<file path="src/shared/hsel_consts.svh">
// offsets, field positions, codes and timing counts of the status block
`ifndef HSEL_CONSTS_SVH
`define HSEL_CONSTS_SVH
// ==========================================================
// register offsets (byte addresses)
`define HSEL_ADDR_CTRL 8'h00
`define HSEL_ADDR_HOLD 8'h04
`define HSEL_ADDR_LMASK 8'h08
`define HSEL_ADDR_LCODE 8'h0C
`define HSEL_ADDR_FFLAG 8'h10
`define HSEL_ADDR_FMASK 8'h14
`define HSEL_ADDR_PINS 8'h18
// ==========================================================
// field positions
`define HSEL_CTRL_ACK_BIT 0
`define HSEL_PIN_IDLE_BIT 0
`define HSEL_PIN_FAULT_BIT 1
`define HSEL_PIN_REPLY_BIT 2
// ==========================================================
// reset values and mode values
`define HSEL_RST_BYTE 8'h00
`define HSEL_HOLD_ON 8'h01
// ==========================================================
// exception codes, by event index 0..7
`define HSEL_CODE_IN_OVF 8'h08
`define HSEL_CODE_OUT_OVF 8'h09
`define HSEL_CODE_REG_WR 8'h13
`define HSEL_CODE_NO_ACK 8'h20
`define HSEL_CODE_PAY_CRC 8'h40
`define HSEL_CODE_HDR_CRC 8'h42
`define HSEL_CODE_ACK_SEQ 8'h43
`define HSEL_CODE_FRAME 8'h44
`define HSEL_IDX_IN_OVF 0
`define HSEL_IDX_OUT_OVF 1
`define HSEL_IDX_NO_ACK 3
// ==========================================================
// timing
`define HSEL_CLK_HZ 32'h0773_5940
`define HSEL_GUARD_BITS 4'hA
`endif

</file>
<file path="src/shared/hsel_pkg.sv">
// types shared by the status block modules
package hsel_pkg;
    typedef logic [7:0] hsel_byte_t;
    typedef enum logic [1:0] {
        HSEL_TX_IDLE = 2'b00,
        HSEL_TX_FILL = 2'b01,
        HSEL_TX_SEND = 2'b10,
        HSEL_TX_WAIT = 2'b11
    } hsel_tx_e;
endpackage

</file>
<file path="src/shared/hsel_byte_if.sv">
// byte stream with valid and ready between the status block modules
`timescale 1ns/1ps
`default_nettype none
interface hsel_byte_if;
    logic valid;
    logic ready;
    hsel_pkg::hsel_byte_t data;
    modport src (output valid, output data, input ready);
    modport snk (input valid, input data, output ready);
endinterface
`default_nettype wire

</file>
<file path="src/hw/hsel_tick.sv">
// free running divider giving one enable pulse per serial bit time
`timescale 1ns/1ps
`default_nettype none
module hsel_tick #(
    parameter int DIV = 13020
) (
    input wire logic clk,
    input wire logic sys_rst,
    output logic tick
);
    localparam int CW = $clog2(DIV + 1);
    logic [CW-1:0] cnt;
    logic [CW-1:0] next_cnt;
    logic next_tick;

    always_comb begin
        next_tick = (cnt == CW'(DIV - 1));
        next_cnt = next_tick ? '0 : cnt + CW'(1);
    end

    always_ff @(posedge clk or posedge sys_rst) begin
        if (sys_rst) begin
            cnt <= '0;
            tick <= 1'b0;
        end else begin
            cnt <= next_cnt;
            tick <= next_tick;
        end
    end
endmodule // hsel_tick
`default_nettype wire

</file>
<file path="src/hw/hsel_hold_buf.sv">
// flip-flop store for radio bytes waiting for the serial output
`timescale 1ns/1ps
`default_nettype none
module hsel_hold_buf #(
    parameter int DEPTH = 64
) (
    input wire logic clk,
    input wire logic sys_rst,
    hsel_byte_if.snk wr,
    hsel_byte_if.src rd
);
    localparam int AW = $clog2(DEPTH);
    localparam int NW = $clog2(DEPTH + 1);
    hsel_pkg::hsel_byte_t mem [DEPTH];
    logic [AW-1:0] wp, rp, next_wp, next_rp;
    logic [NW-1:0] count, next_count;
    logic push, pop, next_ready;

    always_comb begin
        push = wr.valid & wr.ready;
        pop = rd.valid & rd.ready;
        next_wp = push ? ((wp == AW'(DEPTH - 1)) ? '0 : wp + AW'(1)) : wp;
        next_rp = pop ? ((rp == AW'(DEPTH - 1)) ? '0 : rp + AW'(1)) : rp;
        next_count = count + NW'(push) - NW'(pop);
        // ready from a flop so the radio side sees a clean level
        next_ready = (next_count != NW'(DEPTH));
    end

    assign rd.valid = (count != '0);
    assign rd.data = mem[rp];

    for (genvar i = 0; i < DEPTH; i++) begin : g_entry
        always_ff @(posedge clk) begin
            if (push && wp == AW'(i)) begin
                mem[i] <= wr.data;
            end
        end
    end

    always_ff @(posedge clk or posedge sys_rst) begin
        if (sys_rst) begin
            wp <= '0;
            rp <= '0;
            count <= '0;
            wr.ready <= 1'b0;
        end else begin
            wp <= next_wp;
            rp <= next_rp;
            count <= next_count;
            wr.ready <= next_ready;
        end
    end
endmodule // hsel_hold_buf
`default_nettype wire

</file>
<file path="src/hw/hsel_top.sv">
// buffer-idle, exception and reply-source lines with wishbone registers
//
// Our own choices: the Wishbone slave port and the placing of the registers.
`timescale 1ns/1ps
`default_nettype none
`include "hsel_consts.svh"
module hsel_top #(
    parameter int BAUD_RATE = 9600,
    parameter int BIT_CYCLES = `HSEL_CLK_HZ / BAUD_RATE,
    parameter int IN_DEPTH = 256,
    parameter int RX_DEPTH = 64
) (
    input wire logic clk,
    input wire logic sys_rst,
    input wire logic wb_cyc_i,
    input wire logic wb_stb_i,
    input wire logic wb_we_i,
    input wire logic [7:0] wb_adr_i,
    input wire logic [3:0] wb_sel_i,
    input wire logic [31:0] wb_dat_i,
    output logic [31:0] wb_dat_o,
    output logic wb_ack_o,
    input wire logic command_select_n,
    input wire logic uart_rx_valid,
    input wire logic engine_byte_taken,
    input wire logic engine_pkt_sent,
    input wire logic engine_ack_ok,
    input wire logic engine_retry_fail,
    input wire logic [7:0] fault_event,
    input wire logic resp_valid,
    input wire logic [7:0] resp_data,
    output logic resp_taken,
    input wire logic radio_valid,
    input wire logic [7:0] radio_data,
    output logic radio_ready,
    output logic uart_tx_valid,
    output logic [7:0] uart_tx_data,
    input wire logic uart_tx_ready,
    input wire logic uart_tx_idle,
    output logic tx_buffer_idle,
    output logic fault_line,
    output logic reply_flag_n
);
    localparam int PW = $clog2(IN_DEPTH + 1);
    localparam logic [3:0] GUARD_L = `HSEL_GUARD_BITS;

    // ==========================================================
    // pin synchroniser and bit tick
    logic cmd_n_meta, cmd_n_s, bit_tick;

    always_ff @(posedge clk or posedge sys_rst) begin
        if (sys_rst) begin
            cmd_n_meta <= 1'b1;
            cmd_n_s <= 1'b1;
        end else begin
            cmd_n_meta <= command_select_n;
            cmd_n_s <= cmd_n_meta;
        end
    end

    hsel_tick #(.DIV(BIT_CYCLES)) u_tick (
        .clk(clk),
        .sys_rst(sys_rst),
        .tick(bit_tick)
    );

    // ==========================================================
    // radio hold store
    hsel_byte_if wr_if ();
    hsel_byte_if rd_if ();
    assign wr_if.valid = radio_valid;
    assign wr_if.data = radio_data;
    assign radio_ready = wr_if.ready;

    hsel_hold_buf #(.DEPTH(RX_DEPTH)) u_hold (
        .clk(clk),
        .sys_rst(sys_rst),
        .wr(wr_if.snk),
        .rd(rd_if.src)
    );

    // ==========================================================
    // transmit path state
    hsel_pkg::hsel_tx_e tx_state, next_tx_state;
    logic [PW-1:0] pending, next_pending;
    logic ack_en, next_idle, byte_in, in_ovf, accept, drain, give_up;

    always_comb begin
        byte_in = uart_rx_valid & cmd_n_s;
        // overflowing byte is dropped, not counted
        in_ovf = byte_in & (pending == PW'(IN_DEPTH));
        accept = byte_in & ~in_ovf;
        drain = engine_byte_taken & (pending != '0);
        next_pending = pending + PW'(accept) - PW'(drain);
        give_up = (tx_state == hsel_pkg::HSEL_TX_WAIT) & engine_retry_fail;
        next_tx_state = tx_state;
        case (tx_state)
            hsel_pkg::HSEL_TX_IDLE: begin
                if (byte_in) begin
                    next_tx_state = hsel_pkg::HSEL_TX_FILL;
                end
            end
            hsel_pkg::HSEL_TX_FILL: begin
                if (next_pending == '0 && !accept) begin
                    next_tx_state = hsel_pkg::HSEL_TX_SEND;
                end
            end
            hsel_pkg::HSEL_TX_SEND: begin
                if (byte_in) begin
                    next_tx_state = hsel_pkg::HSEL_TX_FILL;
                end else if (engine_pkt_sent) begin
                    next_tx_state = ack_en ? hsel_pkg::HSEL_TX_WAIT
                                           : hsel_pkg::HSEL_TX_IDLE;
                end
            end
            hsel_pkg::HSEL_TX_WAIT: begin
                if (byte_in) begin
                    next_tx_state = hsel_pkg::HSEL_TX_FILL;
                end else if (engine_ack_ok || engine_retry_fail) begin
                    next_tx_state = hsel_pkg::HSEL_TX_IDLE;
                end
            end
            default: next_tx_state = hsel_pkg::HSEL_TX_IDLE;
        endcase
        next_idle = (next_tx_state == hsel_pkg::HSEL_TX_IDLE);
    end

    always_ff @(posedge clk or posedge sys_rst) begin
        if (sys_rst) begin
            tx_state <= hsel_pkg::HSEL_TX_IDLE;
            pending <= '0;
            tx_buffer_idle <= 1'b1;
        end else begin
            tx_state <= next_tx_state;
            pending <= next_pending;
            tx_buffer_idle <= next_idle;
        end
    end

    // ==========================================================
    // exception engine and register bus
    logic [7:0] hold_reg, lmask, lcode, flags, fmask;
    logic [7:0] next_hold, next_lmask, next_lcode, next_flags, next_fmask;
    logic [7:0] ev_all, ev_code;
    logic latch, next_latch, next_ack_en, next_fault, next_ack;
    logic [31:0] next_dat;
    logic wr_en, rd_en, out_ovf, ovf_prev, next_ovf_prev;

    function automatic logic [7:0] code_of(input logic [2:0] i);
        case (i)
            3'h0: code_of = `HSEL_CODE_IN_OVF;
            3'h1: code_of = `HSEL_CODE_OUT_OVF;
            3'h2: code_of = `HSEL_CODE_REG_WR;
            3'h3: code_of = `HSEL_CODE_NO_ACK;
            3'h4: code_of = `HSEL_CODE_PAY_CRC;
            3'h5: code_of = `HSEL_CODE_HDR_CRC;
            3'h6: code_of = `HSEL_CODE_ACK_SEQ;
            default: code_of = `HSEL_CODE_FRAME;
        endcase
    endfunction

    always_comb begin
        // one report per stalled radio byte, not per stalled cycle
        next_ovf_prev = radio_valid & ~radio_ready;
        out_ovf = next_ovf_prev & ~ovf_prev;
        ev_all = fault_event;
        ev_all[`HSEL_IDX_IN_OVF] = fault_event[`HSEL_IDX_IN_OVF] | in_ovf;
        ev_all[`HSEL_IDX_OUT_OVF] = fault_event[`HSEL_IDX_OUT_OVF] | out_ovf;
        ev_all[`HSEL_IDX_NO_ACK] = fault_event[`HSEL_IDX_NO_ACK] | give_up;
        ev_code = `HSEL_RST_BYTE;
        for (int k = 0; k < 8; k++) begin
            if (ev_all[k]) begin
                ev_code = code_of(3'(k));
            end
        end
        wr_en = wb_cyc_i & wb_stb_i & wb_we_i & ~wb_ack_o & wb_sel_i[0];
        rd_en = wb_cyc_i & wb_stb_i & ~wb_we_i & ~wb_ack_o;
        next_ack = wb_cyc_i & wb_stb_i & ~wb_ack_o;
        next_ack_en = ack_en;
        next_hold = hold_reg;
        next_lmask = lmask;
        next_lcode = lcode;
        next_flags = flags;
        next_fmask = fmask;
        next_latch = latch;
        next_dat = '0;
        if (rd_en) begin
            case (wb_adr_i)
                `HSEL_ADDR_CTRL: next_dat[`HSEL_CTRL_ACK_BIT] = ack_en;
                `HSEL_ADDR_HOLD: next_dat[7:0] = hold_reg;
                `HSEL_ADDR_LMASK: next_dat[7:0] = lmask;
                `HSEL_ADDR_LCODE: next_dat[7:0] = lcode;
                `HSEL_ADDR_FFLAG: next_dat[7:0] = flags;
                `HSEL_ADDR_FMASK: next_dat[7:0] = fmask;
                `HSEL_ADDR_PINS: begin
                    next_dat[`HSEL_PIN_IDLE_BIT] = tx_buffer_idle;
                    next_dat[`HSEL_PIN_FAULT_BIT] = fault_line;
                    next_dat[`HSEL_PIN_REPLY_BIT] = reply_flag_n;
                end
                default: next_dat = '0;
            endcase
        end
        // only a code read clears the legacy line
        if (rd_en && wb_adr_i == `HSEL_ADDR_LCODE) begin
            next_latch = 1'b0;
        end
        if (wr_en) begin
            case (wb_adr_i)
                `HSEL_ADDR_CTRL: next_ack_en = wb_dat_i[`HSEL_CTRL_ACK_BIT];
                `HSEL_ADDR_HOLD: next_hold = wb_dat_i[7:0];
                `HSEL_ADDR_LMASK: next_lmask = wb_dat_i[7:0];
                // flags clear by writing ones
                `HSEL_ADDR_FFLAG: next_flags = flags & ~wb_dat_i[7:0];
                `HSEL_ADDR_FMASK: next_fmask = wb_dat_i[7:0];
                default: next_ack_en = ack_en;
            endcase
        end
        // events applied last so a set beats a same-cycle clear
        if (ev_all != '0) begin
            next_lcode = ev_code;
            next_flags = next_flags | ev_all;
            if ((ev_code & lmask) != '0) begin
                next_latch = 1'b1;
            end
        end
        next_fault = (next_lmask != '0) ? next_latch
                                        : |(next_flags & next_fmask);
    end

    always_ff @(posedge clk or posedge sys_rst) begin
        if (sys_rst) begin
            ack_en <= 1'b0;
            hold_reg <= `HSEL_RST_BYTE;
            lmask <= `HSEL_RST_BYTE;
            lcode <= `HSEL_RST_BYTE;
            flags <= `HSEL_RST_BYTE;
            fmask <= `HSEL_RST_BYTE;
            latch <= 1'b0;
            fault_line <= 1'b0;
            ovf_prev <= 1'b0;
            wb_ack_o <= 1'b0;
            wb_dat_o <= '0;
        end else begin
            ack_en <= next_ack_en;
            hold_reg <= next_hold;
            lmask <= next_lmask;
            lcode <= next_lcode;
            flags <= next_flags;
            fmask <= next_fmask;
            latch <= next_latch;
            fault_line <= next_fault;
            ovf_prev <= next_ovf_prev;
            wb_ack_o <= next_ack;
            wb_dat_o <= next_dat;
        end
    end

    // ==========================================================
    // serial output source selection
    logic next_out_valid, next_reply, next_resp_taken, held, can_load;
    logic [7:0] next_out_data;
    logic [3:0] guard, next_guard;
    logic load;

    always_comb begin
        held = (hold_reg == `HSEL_HOLD_ON) & ~cmd_n_s;
        can_load = ~uart_tx_valid & ~resp_taken;
        next_out_valid = uart_tx_valid & ~uart_tx_ready;
        next_out_data = uart_tx_data;
        next_reply = reply_flag_n;
        next_resp_taken = 1'b0;
        rd_if.ready = 1'b0;
        load = 1'b0;
        if (can_load) begin
            if (!reply_flag_n) begin
                if (resp_valid) begin
                    load = 1'b1;
                    next_resp_taken = 1'b1;
                    next_out_data = resp_data;
                end else if (rd_if.valid && !held && guard == GUARD_L) begin
                    next_reply = 1'b1;
                end
            end else begin
                // switch only after a byte time
                if (resp_valid) begin
                    if (guard == GUARD_L) begin
                        next_reply = 1'b0;
                    end
                end else if (rd_if.valid && !held) begin
                    load = 1'b1;
                    rd_if.ready = 1'b1;
                    next_out_data = rd_if.data;
                end
            end
        end
        if (load) begin
            next_out_valid = 1'b1;
        end
        // guard counts idle line bit times since the last byte
        next_guard = guard;
        if (load) begin
            next_guard = '0;
        end else if (bit_tick && uart_tx_idle && !uart_tx_valid
                     && guard != GUARD_L) begin
            next_guard = guard + 4'h1;
        end
    end

    always_ff @(posedge clk or posedge sys_rst) begin
        if (sys_rst) begin
            uart_tx_valid <= 1'b0;
            uart_tx_data <= `HSEL_RST_BYTE;
            reply_flag_n <= 1'b1;
            resp_taken <= 1'b0;
            guard <= `HSEL_GUARD_BITS;
        end else begin
            uart_tx_valid <= next_out_valid;
            uart_tx_data <= next_out_data;
            reply_flag_n <= next_reply;
            resp_taken <= next_resp_taken;
            guard <= next_guard;
        end
    end
endmodule // hsel_top
`default_nettype wire

</file>
<file path="config.mk">
export PLATFORM = sky130hd
export DESIGN_NAME = hsel_top
export DESIGN_NICKNAME = d
export VERILOG_FILES = /design/src/shared/hsel_pkg.sv /design/src/shared/hsel_byte_if.sv /design/src/hw/hsel_tick.sv /design/src/hw/hsel_hold_buf.sv /design/src/hw/hsel_top.sv
export VERILOG_INCLUDE_DIRS = /design/src /design/src/shared
export SDC_FILE = /design/constraint.sdc
export NUM_CORES = 1
export LEC_CHECK = 0
export ABC_AREA = 1
export BUFFER_PORTS_ARGS = -buffer_cell sky130_fd_sc_hd__buf_2
export CORE_MARGIN = 2
export CORE_UTILIZATION = 66
export CTS_CLUSTER_DIAMETER = 40
export CTS_CLUSTER_SIZE = 20
export DETAILED_ROUTE_END_ITERATION = 10
export PLACE_DENSITY = 0.85
export REMOVE_ABC_BUFFERS = 1
export SYNTH_ARGS = -nofsm -noshare
export SYNTH_HDL_FRONTEND = slang
export SYNTH_SLANG_ARGS = --single-unit
</file>
<file path="constraint.sdc">
create_clock -name clk -period 9.34 [get_ports clk]
set_input_delay 0.467 -clock clk [delete_from_list [all_inputs] [get_ports clk]]
set_output_delay 0.467 -clock clk [all_outputs]
set_load 0.01 [all_outputs]
</file>
==> reports/qor.csv <==
stage;metric;value;unit
setup_path;startpoint;u_hold.rp[0];
setup_path;start_kind;register;
synth;yosys.cell_count.top_type;nor2_1;
timing;grt_setup_unrepaired;no;
placement;globalplace.congestion;0.946;
synth;synth-seq-area-share;67.5;%
grt;gr-usage-all-layers;30.8;%
clock_tree;post_cts_resized;0;
grt;grt_pass1_vias;18700;
synth;ys_types;54;
outcome;outcome;completed;
synth;async_flop_share;18.5;%
drt;vias_per_cell;6.14;
timing;hold_viol;0;
clock_tree;cts_made_buffers;74;
final_layout;regArea;18300;µm²
drt;drtIter0Drc;2757;
final_layout;area_growth;10.7;%
floorplanning;core;40600;µm²
grt;grt_pass1_wl;99900;µm
final_layout;num_antenna_cells;0;
synth;synth_top_area_share;56.7;%
synth;synth_common_cells;nor2_1, edfxtp_1, nand2_1;
floorplanning;rows;74;
final_layout;largest_register_ffs;512;
pwr;peakVddDrop;0.288;mV
timing;finalCriticalPeriod;4370;ps
clock_tree;cts_tree;built;
setup_path;path_max_fanout;98;
floorplanning;die_y;207;µm
synth;yosysWarnings;0;
placement;io_buffers;78;
timing;max_freq;229;MHz
clock_tree;clock_latency;610;ps
setup_path;crit_type;register to register;
worst_hold_path;worstHoldStart;uart_tx_ready;
worst_hold_path;hold_class;primary input to register;
clock_tree;clock-sinks;628;
setup_path;cp-end-kind;register;
timing;worstMarginPinSlew;1320;ps
synth;syn_area;27100;µm²
synth;synthCells;2483;
final_layout;layout.nets;2649;
grt;overflow;0;
grt;grt_max_degree;154;
synth;synthFlopType;edfxtp_1;
grt;antenna_found_initial;0;
clock_tree;htreeDepth;3;
final_layout;drive_gt1_share;9.26;%
final_layout;reg_top3;u_hold.mem x512, u_tick.cnt x14, pending x9;
setup_path;required;9880;ps
clock_tree;clkTransAtPathRegs;70;ps
floorplanning;die-area;42700;µm²
final_layout;multi_input_area;7470;µm²
drt;firstDrtPassIters;6;
timing;skew;23.6;ps
synth;ys_ff_latch;628;
drt;postRouteAntennaNets;0;
synth;synthTopCellsByArea;edfxtp_1, dfrtp_1, nor2_1;
floorplanning;fp.dieW;207;µm
clock_tree;cts-root-buf;clkbuf_16;
floorplanning;start_util;66.7;%
clock_tree;clk_path_buf_depth;3;
pwr;p_per_area;232;nW/µm²
timing;setup_viol;0;
synth;synth_edf_count;512;
synth;avgSynthCellArea;10.9;µm²
pwr;power.leakage;0.0112;µW
drt;drc_errors;0;
timing;fin_crit_sh;46.8;%
floorplanning;ios;130;
placement;place_hpwl;37700;µm
final_layout;fillers;2519;
timing;tns;0;ps
timing;slew-limit-headroom;12.1;%
drt;vias;19200;
drt;routedWlPerCell;20.8;µm
job;cap_violations;0;
final_layout;largest_register;u_hold.mem;
setup_path;r2r-start;u_hold.rp[0];
drt;routed_wl;64900;µm
final_layout;fin_util;73.8;%
synth;yosys.area.top_type;edfxtp_1;
setup_path;worstPathArrival;4910;ps
timing;final_max_slew_viol_count;0;
-- kinds of logic after synthesis --
kind of cell    after synthesis  synth area share (%)
mux                           2                0.0739
fa+ha+maj                    31                  1.49
xor+xnor                     18                 0.582
simple gates               1047                  15.7
flops                       628                  67.5
buf+inv                     300                  5.33
other cells                   1                0.0138
compound gates              456                  9.32
-- layout make-up --
| cell class | count | area share, % |
|---|---|---|
| timing repair buffer | 92 | 1.67 |
| clock buffer | 89 | 6.67 |
| multi-input combinational | 1578 | 24.9 |
| sequential | 628 | 60.9 |
| inverter | 161 | 2.04 |
| tap | 532 | 2.22 |
| clock inverter | 45 | 1.57 |
-- where the power goes --
group          internal [µW]  total [µW]  switching (µW)
combinational            240         827             587
clock                   1660        2860            1200
sequential              3190        3270            74.0
total                   5090        6950            1860
-- cells in the final DEF (no fill, tap or decap), types with 5 or more instances in the layout --
cell type and count:
nor2_1 545, edfxtp_1 512, nand2_1 325, o21ai_0 251, inv_1 144, nand3_1 125
dfrtp_1 108, buf_2 78, clkbuf_16 77, o21ai_1 57, o211ai_1 45, a21oi_1 40
ha_1 29, o22ai_1 28, conb_1 24, nor3_1 20, clkinv_1 17, xor2_1 17
buf_4 12, inv_6 10, nand4_1 9, a211oi_1 9, clkbuf_1 9, clkinv_8 6
inv_8 6, clkinv_2 6, dfstp_2 6, a22oi_1 5, o21bai_1 5, clkinvlp_4 5
-- metal layers --
layer | GRT usage (%) | share of wire [%] | vias up
met2 | 50.5 | 49 | 1164
li1 | - | - | 8631
met5 | 0 | 0 | -
met1 | 40.4 | 37 | 9194
met4 | 14.4 | 3.9 | 0
met3 | 5.54 | 9.9 | 200
-- path summary, 6_finish.rpt --
kind | cells past startpoint | slack (ps) | end
min in group asynchronous | 3 | 500 | u_tick.cnt[8]
setup / recovery | 12 | 4970 | uart_tx_data[0]
max in group asynchronous | 4 | 7460 | lcode[2]
hold / removal | 2 | 80 | uart_tx_valid
setup reg to reg | 12 | 4970 | uart_tx_data[0]
hold reg to reg | 0 | 360 | cmd_n_s
-- repair_timing --
action                    4_1_cts  5_1_grt
hold buffers                    2        0
buffers inserted                0        0
hold endpoints to repair       43        0
-- per-stage QoR --
| stage | instance area [µm²] | hold WS [ps] | total power, µW | instances | worst slack, ps |
|---|---|---|---|---|---|
| finish | 30000 | 77.9 | 6950 | 3125 | 4970 |
| detailed placement | 27500 | 353 | 4090 | 2989 | 5150 |
| global placement | 27500 | 350 | 4050 | 2989 | 5220 |
| floorplan | 26400 | 345 | 3840 | 2367 | 1130 |
| CTS | 30000 | 51.3 | 6950 | 3125 | 5110 |
| global route | 30000 | 64.7 | 7180 | 3125 | 4770 |
-- worst max-delay path, stage by stage, from the launching register on --
cell and delay, ps:
dfrtp_4 1020, buf_4 770, buf_4 890, nand2_1 200
inv_1 310, a22oi_1 160, o21ai_1 180, nand2_1 100
nand3_1 160, nand3_1 140, nand2_1 150, nand2_1 70
nand2_1 60
Note: power is estimated with default switching activity, not from simulation.
